## src/shared/cspt_map.svh

```systemverilog
// Address map, field positions, reset values and counts of the serial port
`ifndef CSPT_MAP_SVH
`define CSPT_MAP_SVH

`define CSPT_ADDR_MODE 16'hff80
`define CSPT_ADDR_CLKSEL 16'hff81
`define CSPT_ADDR_TXBUF 16'hff82
`define CSPT_ADDR_SHIFT 16'hff83

`define CSPT_MODE_RESET 8'h00
`define CSPT_CLKSEL_RESET 8'h00
`define CSPT_SHIFT_RESET 8'h00
`define CSPT_TXBUF_RESET 8'h00
`define CSPT_MODE_WMASK 8'hd0
`define CSPT_CLKSEL_WMASK 8'h1f

`define CSPT_MODE_EN 7
`define CSPT_MODE_TRMD 6
`define CSPT_MODE_DIR 4
`define CSPT_MODE_BUSY 0

`define CSPT_CS_CKP 4
`define CSPT_CS_DAP 3
`define CSPT_CS_CKS_HI 2
`define CSPT_CS_CKS_LO 0
`define CSPT_CKS_SLAVE 3'h7

`define CSPT_BITS_PER_XFER 4'h8
`define CSPT_LAST_BIT 4'h7
`define CSPT_HALF_EXP_BASE 4'h1
`define CSPT_DIV_W 8
`define CSPT_FIFO_DEPTH 16
`define CSPT_DATA_W 8

`endif

```

## src/shared/cspt_pkg.sv

```systemverilog
// Types shared by the serial port modules
package cspt_pkg;
    typedef logic [7:0] cspt_byte_t;
    typedef enum logic {CSPT_ST_IDLE, CSPT_ST_RUN} cspt_state_t;
endpackage

```

## src/shared/cspt_stream_if.sv

```systemverilog
// Valid/ready word stream between the port and its FIFO
`timescale 1ns/1ps
interface cspt_stream_if #(parameter int W = 8);
    logic valid;
    logic ready;
    logic [W-1:0] data;
    modport source (output valid, output data, input ready);
    modport sink (input valid, input data, output ready);
endinterface

```

## src/rtl/cspt_fifo.sv

```systemverilog
// Transmit word FIFO with valid/ready on both sides
`timescale 1ns/1ps
module cspt_fifo #(
    parameter int W = 8,
    parameter int DEPTH = 16
) (
    input wire logic sys_clk,
    input wire logic rst_n,
    input wire logic ce,
    input wire logic flush,
    cspt_stream_if.sink wr,
    cspt_stream_if.source rd
);
    localparam int AW = $clog2(DEPTH);
    generate
        if (DEPTH < 2 || (1 << AW) != DEPTH || W < 1) begin : g_bad
            $error("cspt_fifo: depth must be a power of two of at least 2");
        end
    endgenerate

    logic [W-1:0] mem [DEPTH];
    logic [AW:0] wptr_ff;
    logic [AW:0] rptr_ff;
    logic full;
    logic empty;
    logic push;
    logic pop;

    assign empty = (wptr_ff == rptr_ff);
    assign full = (wptr_ff[AW] != rptr_ff[AW]) && (wptr_ff[AW-1:0] == rptr_ff[AW-1:0]);
    assign wr.ready = !full;
    assign rd.valid = !empty;
    assign rd.data = mem[rptr_ff[AW-1:0]];
    assign push = wr.valid && !full;
    assign pop = rd.ready && !empty;

    always_ff @(posedge sys_clk) begin
        if (ce && push) begin
            mem[wptr_ff[AW-1:0]] <= wr.data;
        end
    end

    always_ff @(posedge sys_clk) begin
        if (!rst_n) begin
            wptr_ff <= '0;
            rptr_ff <= '0;
        end else if (ce) begin
            if (flush) begin
                wptr_ff <= '0;
                rptr_ff <= '0;
            end else begin
                if (push) begin
                    wptr_ff <= wptr_ff + 1'b1;
                end
                if (pop) begin
                    rptr_ff <= rptr_ff + 1'b1;
                end
            end
        end
    end
endmodule

```

## src/rtl/cspt_clkgen.sv

```systemverilog
// Serial clock divider for master mode and edge finder for slave mode
`timescale 1ns/1ps
`include "cspt_map.svh"
module cspt_clkgen
    import cspt_pkg::*;
#(
    parameter int DIV_W = `CSPT_DIV_W
) (
    input wire logic sys_clk,
    input wire logic rst_n,
    input wire logic ce,
    input wire logic run,
    input wire logic master,
    input wire logic [2:0] cks,
    input wire logic ckp,
    input wire logic sck_in,
    output logic sck_out,
    output logic lead,
    output logic trail
);
    generate
        if (DIV_W < 8) begin : g_bad
            $error("cspt_clkgen: divider too narrow for the slowest clock");
        end
    endgenerate

    logic [DIV_W-1:0] cnt_ff;
    logic sck_ff;
    logic sck_in_ff;
    logic idle_lvl;
    logic tick;
    logic [DIV_W-1:0] half_last;

    assign idle_lvl = !ckp;
    // Half period is 2^(code+1) cycles, full period 2^(code+2)
    assign half_last = DIV_W'((1 << (cks + `CSPT_HALF_EXP_BASE)) - 1);
    assign tick = run && master && (cnt_ff == half_last);
    assign sck_out = sck_ff;
    assign lead = master ? (tick && sck_ff == idle_lvl)
                         : (run && sck_in_ff == idle_lvl && sck_in != idle_lvl);
    assign trail = master ? (tick && sck_ff != idle_lvl)
                          : (run && sck_in_ff != idle_lvl && sck_in == idle_lvl);

    always_ff @(posedge sys_clk) begin
        if (!rst_n) begin
            cnt_ff <= '0;
            sck_ff <= 1'b1;
        end else if (ce) begin
            if (!run || !master) begin
                cnt_ff <= '0;
                sck_ff <= idle_lvl;
            end else if (tick) begin
                cnt_ff <= '0;
                sck_ff <= !sck_ff;
            end else begin
                cnt_ff <= cnt_ff + 1'b1;
            end
        end
    end

    always_ff @(posedge sys_clk) begin
        if (!rst_n) begin
            sck_in_ff <= 1'b1;
        end else if (ce) begin
            sck_in_ff <= sck_in;
        end
    end
endmodule

```

## src/rtl/cspt_top.sv

```systemverilog
// Three-wire clocked serial port with its registers
`timescale 1ns/1ps
`include "cspt_map.svh"
module cspt_top
    import cspt_pkg::*;
#(
    parameter int FIFO_DEPTH = `CSPT_FIFO_DEPTH
) (
    input wire logic sys_clk,
    input wire logic rst_n,
    input wire logic ce,
    input wire logic [15:0] bus_addr,
    input wire logic bus_wr,
    input wire logic bus_rd,
    input wire logic [7:0] bus_wdata,
    output logic [7:0] bus_rdata,
    output logic tx_ready,
    output logic transfer_done_irq_flag,
    input wire logic serial_clock_pin_i,
    output logic serial_clock_pin_o,
    output logic serial_clock_pin_oe,
    output logic serial_data_out_pin,
    input wire logic serial_data_in_pin
);
    generate
        if (FIFO_DEPTH < 2) begin : g_bad
            $error("cspt_top: FIFO depth below 2 cannot queue writes");
        end
    endgenerate

    cspt_byte_t mode_ff;
    cspt_byte_t clksel_ff;
    cspt_byte_t txbuf_ff;
    cspt_byte_t sh_ff;
    cspt_byte_t rdata_ff;
    cspt_state_t state_ff;
    logic [3:0] bit_cnt_ff;
    logic so_ff;
    logic done_ff;
    logic nxt_so;

    logic port_en;
    logic trmd;
    logic dir;
    logic ckp;
    logic dap;
    logic [2:0] cks;
    logic master;
    logic shifting;
    logic busy;
    logic lead;
    logic trail;
    logic sample_edge;
    logic drive_edge;
    logic tx_start;
    logic rx_start;
    logic start;
    logic finish;
    logic sel_mode;
    logic sel_clksel;
    logic sel_txbuf;
    logic sel_shift;
    cspt_byte_t mode_rd;

    cspt_stream_if #(.W(`CSPT_DATA_W)) fifo_in ();
    cspt_stream_if #(.W(`CSPT_DATA_W)) fifo_out ();

    function automatic logic first_bit(input cspt_byte_t d, input logic lsb_first);
        first_bit = lsb_first ? d[0] : d[7];
    endfunction

    function automatic cspt_byte_t shift_in(input cspt_byte_t d, input logic b,
                                            input logic lsb_first);
        shift_in = lsb_first ? {b, d[7:1]} : {d[6:0], b};
    endfunction

    assign port_en = mode_ff[`CSPT_MODE_EN];
    assign trmd = mode_ff[`CSPT_MODE_TRMD];
    assign dir = mode_ff[`CSPT_MODE_DIR];
    assign ckp = clksel_ff[`CSPT_CS_CKP];
    assign dap = clksel_ff[`CSPT_CS_DAP];
    assign cks = clksel_ff[`CSPT_CS_CKS_HI:`CSPT_CS_CKS_LO];
    assign master = (cks != `CSPT_CKS_SLAVE);
    assign shifting = (state_ff == CSPT_ST_RUN);
    assign busy = shifting || fifo_out.valid;

    assign sel_mode = (bus_addr == `CSPT_ADDR_MODE);
    assign sel_clksel = (bus_addr == `CSPT_ADDR_CLKSEL);
    assign sel_txbuf = (bus_addr == `CSPT_ADDR_TXBUF);
    assign sel_shift = (bus_addr == `CSPT_ADDR_SHIFT);

    // Timing type: leading edge leaves idle, trailing edge returns to it
    assign sample_edge = dap ? lead : trail;
    assign drive_edge = dap ? trail : lead;

    assign fifo_in.valid = bus_wr && sel_txbuf && port_en;
    assign fifo_in.data = bus_wdata;
    assign tx_ready = fifo_in.ready;
    assign fifo_out.ready = port_en && trmd && !shifting;
    assign tx_start = fifo_out.valid && fifo_out.ready;
    assign rx_start = bus_rd && sel_shift && port_en && !trmd && !shifting;
    assign start = tx_start || rx_start;
    assign finish = shifting && (dap ? (trail && bit_cnt_ff == `CSPT_BITS_PER_XFER)
                                     : (trail && bit_cnt_ff == `CSPT_LAST_BIT));

    cspt_fifo #(.W(`CSPT_DATA_W), .DEPTH(FIFO_DEPTH)) u_fifo (
        .sys_clk(sys_clk),
        .rst_n(rst_n),
        .ce(ce),
        .flush(!port_en),
        .wr(fifo_in),
        .rd(fifo_out)
    );

    cspt_clkgen u_clkgen (
        .sys_clk(sys_clk),
        .rst_n(rst_n),
        .ce(ce),
        .run(shifting),
        .master(master),
        .cks(cks),
        .ckp(ckp),
        .sck_in(serial_clock_pin_i),
        .sck_out(serial_clock_pin_o),
        .lead(lead),
        .trail(trail)
    );

    // Clock pin is driven only by an enabled master
    assign serial_clock_pin_oe = port_en && master;
    assign serial_data_out_pin = so_ff;
    assign transfer_done_irq_flag = done_ff;
    assign bus_rdata = rdata_ff;

    // Mode register read view, unused bits as zero
    always_comb begin
        mode_rd = '0;
        mode_rd[`CSPT_MODE_EN] = port_en;
        mode_rd[`CSPT_MODE_TRMD] = trmd;
        mode_rd[`CSPT_MODE_DIR] = dir;
        mode_rd[`CSPT_MODE_BUSY] = busy;
    end

    always_ff @(posedge sys_clk) begin
        if (!rst_n) begin
            mode_ff <= `CSPT_MODE_RESET;
        end else if (ce && bus_wr && sel_mode) begin
            mode_ff <= bus_wdata & `CSPT_MODE_WMASK;
        end
    end

    always_ff @(posedge sys_clk) begin
        if (!rst_n) begin
            clksel_ff <= `CSPT_CLKSEL_RESET;
        end else if (ce && bus_wr && sel_clksel) begin
            clksel_ff <= bus_wdata & `CSPT_CLKSEL_WMASK;
        end
    end

    always_ff @(posedge sys_clk) begin
        if (!rst_n) begin
            txbuf_ff <= `CSPT_TXBUF_RESET;
        end else if (ce && bus_wr && sel_txbuf) begin
            txbuf_ff <= bus_wdata;
        end
    end

    always_ff @(posedge sys_clk) begin
        if (!rst_n) begin
            rdata_ff <= '0;
        end else if (ce && bus_rd) begin
            if (sel_mode) begin
                rdata_ff <= mode_rd;
            end else if (sel_clksel) begin
                rdata_ff <= clksel_ff;
            end else if (sel_txbuf) begin
                rdata_ff <= txbuf_ff;
            end else if (sel_shift) begin
                rdata_ff <= sh_ff;
            end else begin
                rdata_ff <= '0;
            end
        end
    end

    // Transfer sequencer
    always_ff @(posedge sys_clk) begin
        if (!rst_n) begin
            state_ff <= CSPT_ST_IDLE;
        end else if (ce) begin
            if (!port_en) begin
                state_ff <= CSPT_ST_IDLE;
            end else begin
                case (state_ff)
                    CSPT_ST_IDLE: begin
                        if (start) begin
                            state_ff <= CSPT_ST_RUN;
                        end
                    end
                    CSPT_ST_RUN: begin
                        if (finish) begin
                            state_ff <= CSPT_ST_IDLE;
                        end
                    end
                    default: begin
                        state_ff <= CSPT_ST_IDLE;
                    end
                endcase
            end
        end
    end

    always_ff @(posedge sys_clk) begin
        if (!rst_n) begin
            bit_cnt_ff <= '0;
        end else if (ce) begin
            if (!port_en || start) begin
                bit_cnt_ff <= '0;
            end else if (shifting && sample_edge) begin
                bit_cnt_ff <= bit_cnt_ff + 1'b1;
            end
        end
    end

    always_ff @(posedge sys_clk) begin
        if (!rst_n) begin
            sh_ff <= `CSPT_SHIFT_RESET;
        end else if (ce) begin
            if (!port_en) begin
                sh_ff <= `CSPT_SHIFT_RESET;
            end else if (tx_start) begin
                sh_ff <= fifo_out.data;
            end else if (shifting && sample_edge) begin
                sh_ff <= shift_in(sh_ff, serial_data_in_pin, dir);
            end
        end
    end

    always_ff @(posedge sys_clk) begin
        if (!rst_n) begin
            done_ff <= 1'b0;
        end else if (ce) begin
            done_ff <= port_en && finish;
        end
    end

    // Output latch
    always_comb begin
        nxt_so = so_ff;
        if (!trmd) begin
            nxt_so = 1'b0;
        end else if (!port_en) begin
            nxt_so = dap ? first_bit(txbuf_ff, dir) : 1'b0;
        end else if (tx_start && dap) begin
            nxt_so = first_bit(fifo_out.data, dir);
        end else if (shifting && drive_edge && !dap) begin
            nxt_so = first_bit(sh_ff, dir);
        end else if (shifting && drive_edge && dap
                     && bit_cnt_ff != `CSPT_BITS_PER_XFER) begin
            nxt_so = first_bit(sh_ff, dir);
        end
    end

    always_ff @(posedge sys_clk) begin
        if (!rst_n) begin
            so_ff <= 1'b0;
        end else if (ce) begin
            so_ff <= nxt_so;
        end
    end
endmodule

```

## config.mk

```make
export PLATFORM = sky130hd
export DESIGN_NAME = cspt_top
export DESIGN_NICKNAME = d
export VERILOG_FILES = /design/src/shared/cspt_pkg.sv /design/src/shared/cspt_stream_if.sv /design/src/rtl/cspt_fifo.sv /design/src/rtl/cspt_clkgen.sv /design/src/rtl/cspt_top.sv
export VERILOG_INCLUDE_DIRS = /design/src /design/src/shared
export SDC_FILE = /design/constraint.sdc
export NUM_CORES = 1
export LEC_CHECK = 0
export BUFFER_PORTS_ARGS = -buffer_cell sky130_fd_sc_hd__buf_2
export CAP_MARGIN = 0
export CORE_MARGIN = 1
export CORE_UTILIZATION = 54
export CTS_CLUSTER_SIZE = 28
export DETAILED_ROUTE_END_ITERATION = 7
export GPL_ROUTABILITY_DRIVEN = 0
export PLACE_DENSITY = 0.77
export SLEW_MARGIN = 20
export SYNTH_ARGS = -nofsm -noshare
export SYNTH_HDL_FRONTEND = slang
export SYNTH_SLANG_ARGS = --single-unit
```

## constraint.sdc

```tcl
create_clock -name sys_clk -period 3.9 [get_ports sys_clk]
set_clock_uncertainty 0.05 [all_clocks]
set_input_delay 0 -clock sys_clk [delete_from_list [all_inputs] [get_ports sys_clk]]
set_output_delay 0 -clock sys_clk [all_outputs]
set_load 0.01 [all_outputs]
```

==> qor.yml <==
cells_and_area:
  area_delta_synth_final_pct: 13.8
  stdcell_area_um2: 9870
  final_common_cell: "edfxtp_1"
  finalNonFillerCells: 925
  fillers: 1130
  diodes: 0
  final_cell_mix: "128 x edfxtp_1, 62 x dfxtp_1, 50 x nor2_1, 43 x buf_2, 40 x mux4_2"
  drive_gt1_share_pct: 21.8
  nNetsFinal: 744
  fin_util_pct: 64.0
floorplanning:
  die_h_um: 129
  initial_core_util_pct: 56.2
  io_pins: 44
  core_um2: 15400
  num_rows: 45
  dieArea_um2: 16600
  die_x_um: 129
power_and_ir_drop:
  clkPwrFrac_pct: 43.2
  p_total_uw: 3990
  power_frac_seq_pct: 54.2
  switchingPower_uw: 886
  leakagePower_uw: 0.00338
  power.internal_uw: 3110
  pwr-share-comb_pct: 2.6
  power_density_nw_per_um2: 404
  ir_drop_mv: 0.345
  switching_share_pct: 22.2
sta:
  finalCriticalPeriod_ns: 3.63
  finalSetupViolations: 0
  post-route-period-util_pct: 93.1
  fin_setup_tns_ns: 0
  hold_violations: 0
  max_slew_margin_pct: 44.7
  fmax_mhz: 275
  rsz0062_at_grt: "no"
  tightest_slew_ns: 0.828
  slew_viol_final: 0
clock_network:
  cts.clk_slew.worst_paths_ns: 0.07
  worstSkewPairLatency_ns: 0.44
  numCtsBuffers: 17
  htreeDepth: 4
  cts_tree: "yes"
  cts_sinks: 191
  cts_max_path_buffers: 2
  clockRootBuffer: "clkbuf_16"
routing:
  via_per_inst: 6.03
  final_antenna_net_count: 0
  routed_wirelength_mm: 19.6
  wl_met2_mm: 10.4
  drtIter0Drc: 514
  wl_met3_mm: 1.06
  met1Wirelength_mm: 7.83
  dr_total_vias: 5580
  routedWlPerCell_um: 21.2
  routed.top_layer: "met4"
  drtPass1Iterations: 5
  route.detailed.drc: 0
grt:
  grt_max_degree: 49
  grt_usage_pct: 25.5
  overflow: 0
  grt_pass1_vias: 5473
  antenna_found_initial: 0
  grt_pass1_wl_mm: 30.6
worst_setup_path:
  required_ns: 4.18
  crit_fanout: 13
  cp-start-kind: "flop"
  cp_data_arrival_time_ns: 3.91
  end_kind: "flop"
  path_class: "flop to flop"
  startpoint: "clksel_ff[1]$_SDFFE_PN0P_"
  r2r-start: "clksel_ff[1]$_SDFFE_PN0P_"
yosys:
  yosys_warnings: 0
  synth-edff-count: 128
  synth_nets: 685
  avgSynthCellArea_um2: 13.5
  synth_flop_cell: "edfxtp_1"
  ys_seq_area_share_pct: 58.9
  ys_ff_latch: 191
  syn_inst: 643
  syn_area_um2: 8670
  ys_types: 60
  async_reset_ff_share_pct: 0
worst_hold_path:
  min_from: "rst_n"
  hold_path.class: "primary input to flop"
place:
  placedCellCount: 879
  dp_hpwl_mm: 12.7
  portBuffers: 43
  dpl_cell_area_um2: 9150
outcome:
  status: "completed"
job:
  max_cap_viol_count: 0
==> layout make-up <==
cell class                 instances  area, um^2  area share [%]
clock buffer                      18         429            4.35
clock inverter                    13         148            1.50
tap                              211         264            2.67
multi-input combinational        404        3380            34.2
sequential                       191        5110            51.7
timing repair buffer              79         513            5.20
inverter                           9        33.8           0.342
==> per-layer routing <==
layer	vias up	global-route usage, %
li1	2578	-
met3	34	5.61
met5	-	0
met1	2761	31.8
met4	0	8.79
met2	207	44.2
==> power groups by stage <==
stage,registers [uW],clock network (uW),logic [uW]
after floorplan,2210,0,48.0
after global placement,2210,0,91.6
after detailed placement,2210,0,95.0
after CTS,2160,1740,104
after global routing,2160,1810,114
final,2160,1720,105
==> registers in the layout, summed over array words and instances, names as in the netlist, named ones only <==
register,flops
txbuf_ff,8
mode_ff,3
serial_data_out_pin,1
bit_cnt_ff,4
u_clkgen.cnt_ff,8
u_clkgen.sck_out,1
u_fifo.wptr_ff,5
u_clkgen.sck_in_ff,1
shifting,1
transfer_done_irq_flag,1
clksel_ff,5
u_fifo.rptr_ff,5
u_fifo.mem,128
bus_rdata,8
sh_ff,8
==> critical path: stages, from the launching register on <==
cell	delay, ns
dfxtp_1	0.56
and2_1	0.28
ha_1	0.28
or3_1	0.32
ha_1	0.29
xnor2_1	0.22
a211oi_1	0.08
a21oi_1	0.24
a2111oi_4	0.05
buf_4	0.19
a21oi_1	0.35
nand2b_1	0.30
o211a_1	0.29
==> cells by family (layout without fill, tap and decap cells) <==
| group | Yosys count | after routing | share of synthesized area (%) |
|---|---|---|---|
| muxes | 71 | 71 | 14.1 |
| and+or+nand+nor | 204 | 204 | 12.5 |
| DFF | 191 | 191 | 58.9 |
| xor gates and xnor gates | 25 | 25 | 2.52 |
| AOI/OAI and AO/OA | 93 | 93 | 8.27 |
| buffers and inverters | 48 | 119 | 2.21 |
| adders and majority gates | 11 | 11 | 1.59 |
==> path summary, 6_finish.rpt <==
kind	to	slack, ns	depth (start not counted)
worst max-delay path	sh_ff[5]$_SDFFE_PN0P_	0.27	12
worst min register to register	serial_data_out_pin$_SDFFE_PN0P_	0.42	2
worst max register to register	sh_ff[5]$_SDFFE_PN0P_	0.27	12
worst min-delay path	u_clkgen.sck_in_ff$_SDFFE_PN1P_	0.04	2
==> per-stage QoR <==
| stage | worst slack [ns] | hold slack (ns) |
|---|---|---|
| after global routing | 0.0423 | 0.0855 |
| final | 0.267 | 0.0428 |
| after CTS | 0.225 | 0.0145 |
| after global placement | 0.440 | 0.188 |
| after detailed placement | 0.241 | 0.200 |
| after floorplan | 0.695 | 0.0489 |
==> cell usage after synthesis (2+ instances only) <==
| cell | n | share of area [%] |
|---|---|---|
| clkbuf_1 | 30 | 1.3 |
| a22oi_1 | 7 | 0.61 |
| o211a_1 | 8 | 0.92 |
| nand3_1 | 13 | 0.75 |
| xor2_1 | 14 | 1.4 |
| inv_1 | 9 | 0.39 |
| or4_1 | 3 | 0.26 |
| o211ai_1 | 3 | 0.26 |
| dfxtp_1 | 63 | 15 |
| a32o_1 | 2 | 0.23 |
| nor2b_1 | 38 | 2.7 |
| nor3_1 | 11 | 0.63 |
| or3_1 | 4 | 0.29 |
| a311o_1 | 8 | 0.92 |
| nand4_1 | 8 | 0.58 |
| nand2_1 | 39 | 1.7 |
| mux2_2 | 9 | 1.2 |
| nand4b_1 | 4 | 0.40 |
| a21o_1 | 2 | 0.17 |
| buf_1 | 2 | 0.087 |
| a21oi_1 | 13 | 0.75 |
| nor2_1 | 50 | 2.2 |
| a2111oi_4 | 2 | 0.63 |
| a31oi_1 | 5 | 0.36 |
| a41oi_1 | 2 | 0.20 |
| o311ai_0 | 2 | 0.20 |
| and3_1 | 4 | 0.29 |
| edfxtp_1 | 128 | 44 |
| and2_1 | 4 | 0.29 |
| o21ai_0 | 17 | 0.98 |
| and4b_1 | 2 | 0.23 |
| mux2i_1 | 22 | 2.5 |
| nand3b_1 | 3 | 0.26 |
| and4_1 | 3 | 0.30 |
| a22o_1 | 4 | 0.40 |
| xnor2_1 | 11 | 1.1 |
| buf_2 | 6 | 0.35 |
| o22ai_1 | 3 | 0.22 |
| nand2b_1 | 8 | 0.58 |
| a21boi_0 | 7 | 0.61 |
| ha_1 | 11 | 1.6 |
| nor3b_1 | 2 | 0.17 |
| mux4_2 | 40 | 10 |
==> repair_timing <==
action	CTS	global route
resized for setup	0	0
buffers inserted	0	4
hold buffers	11	0
hold endpoints to repair	141	0
setup endpoints to repair	0	9
(Power assumes the default switching activity.)
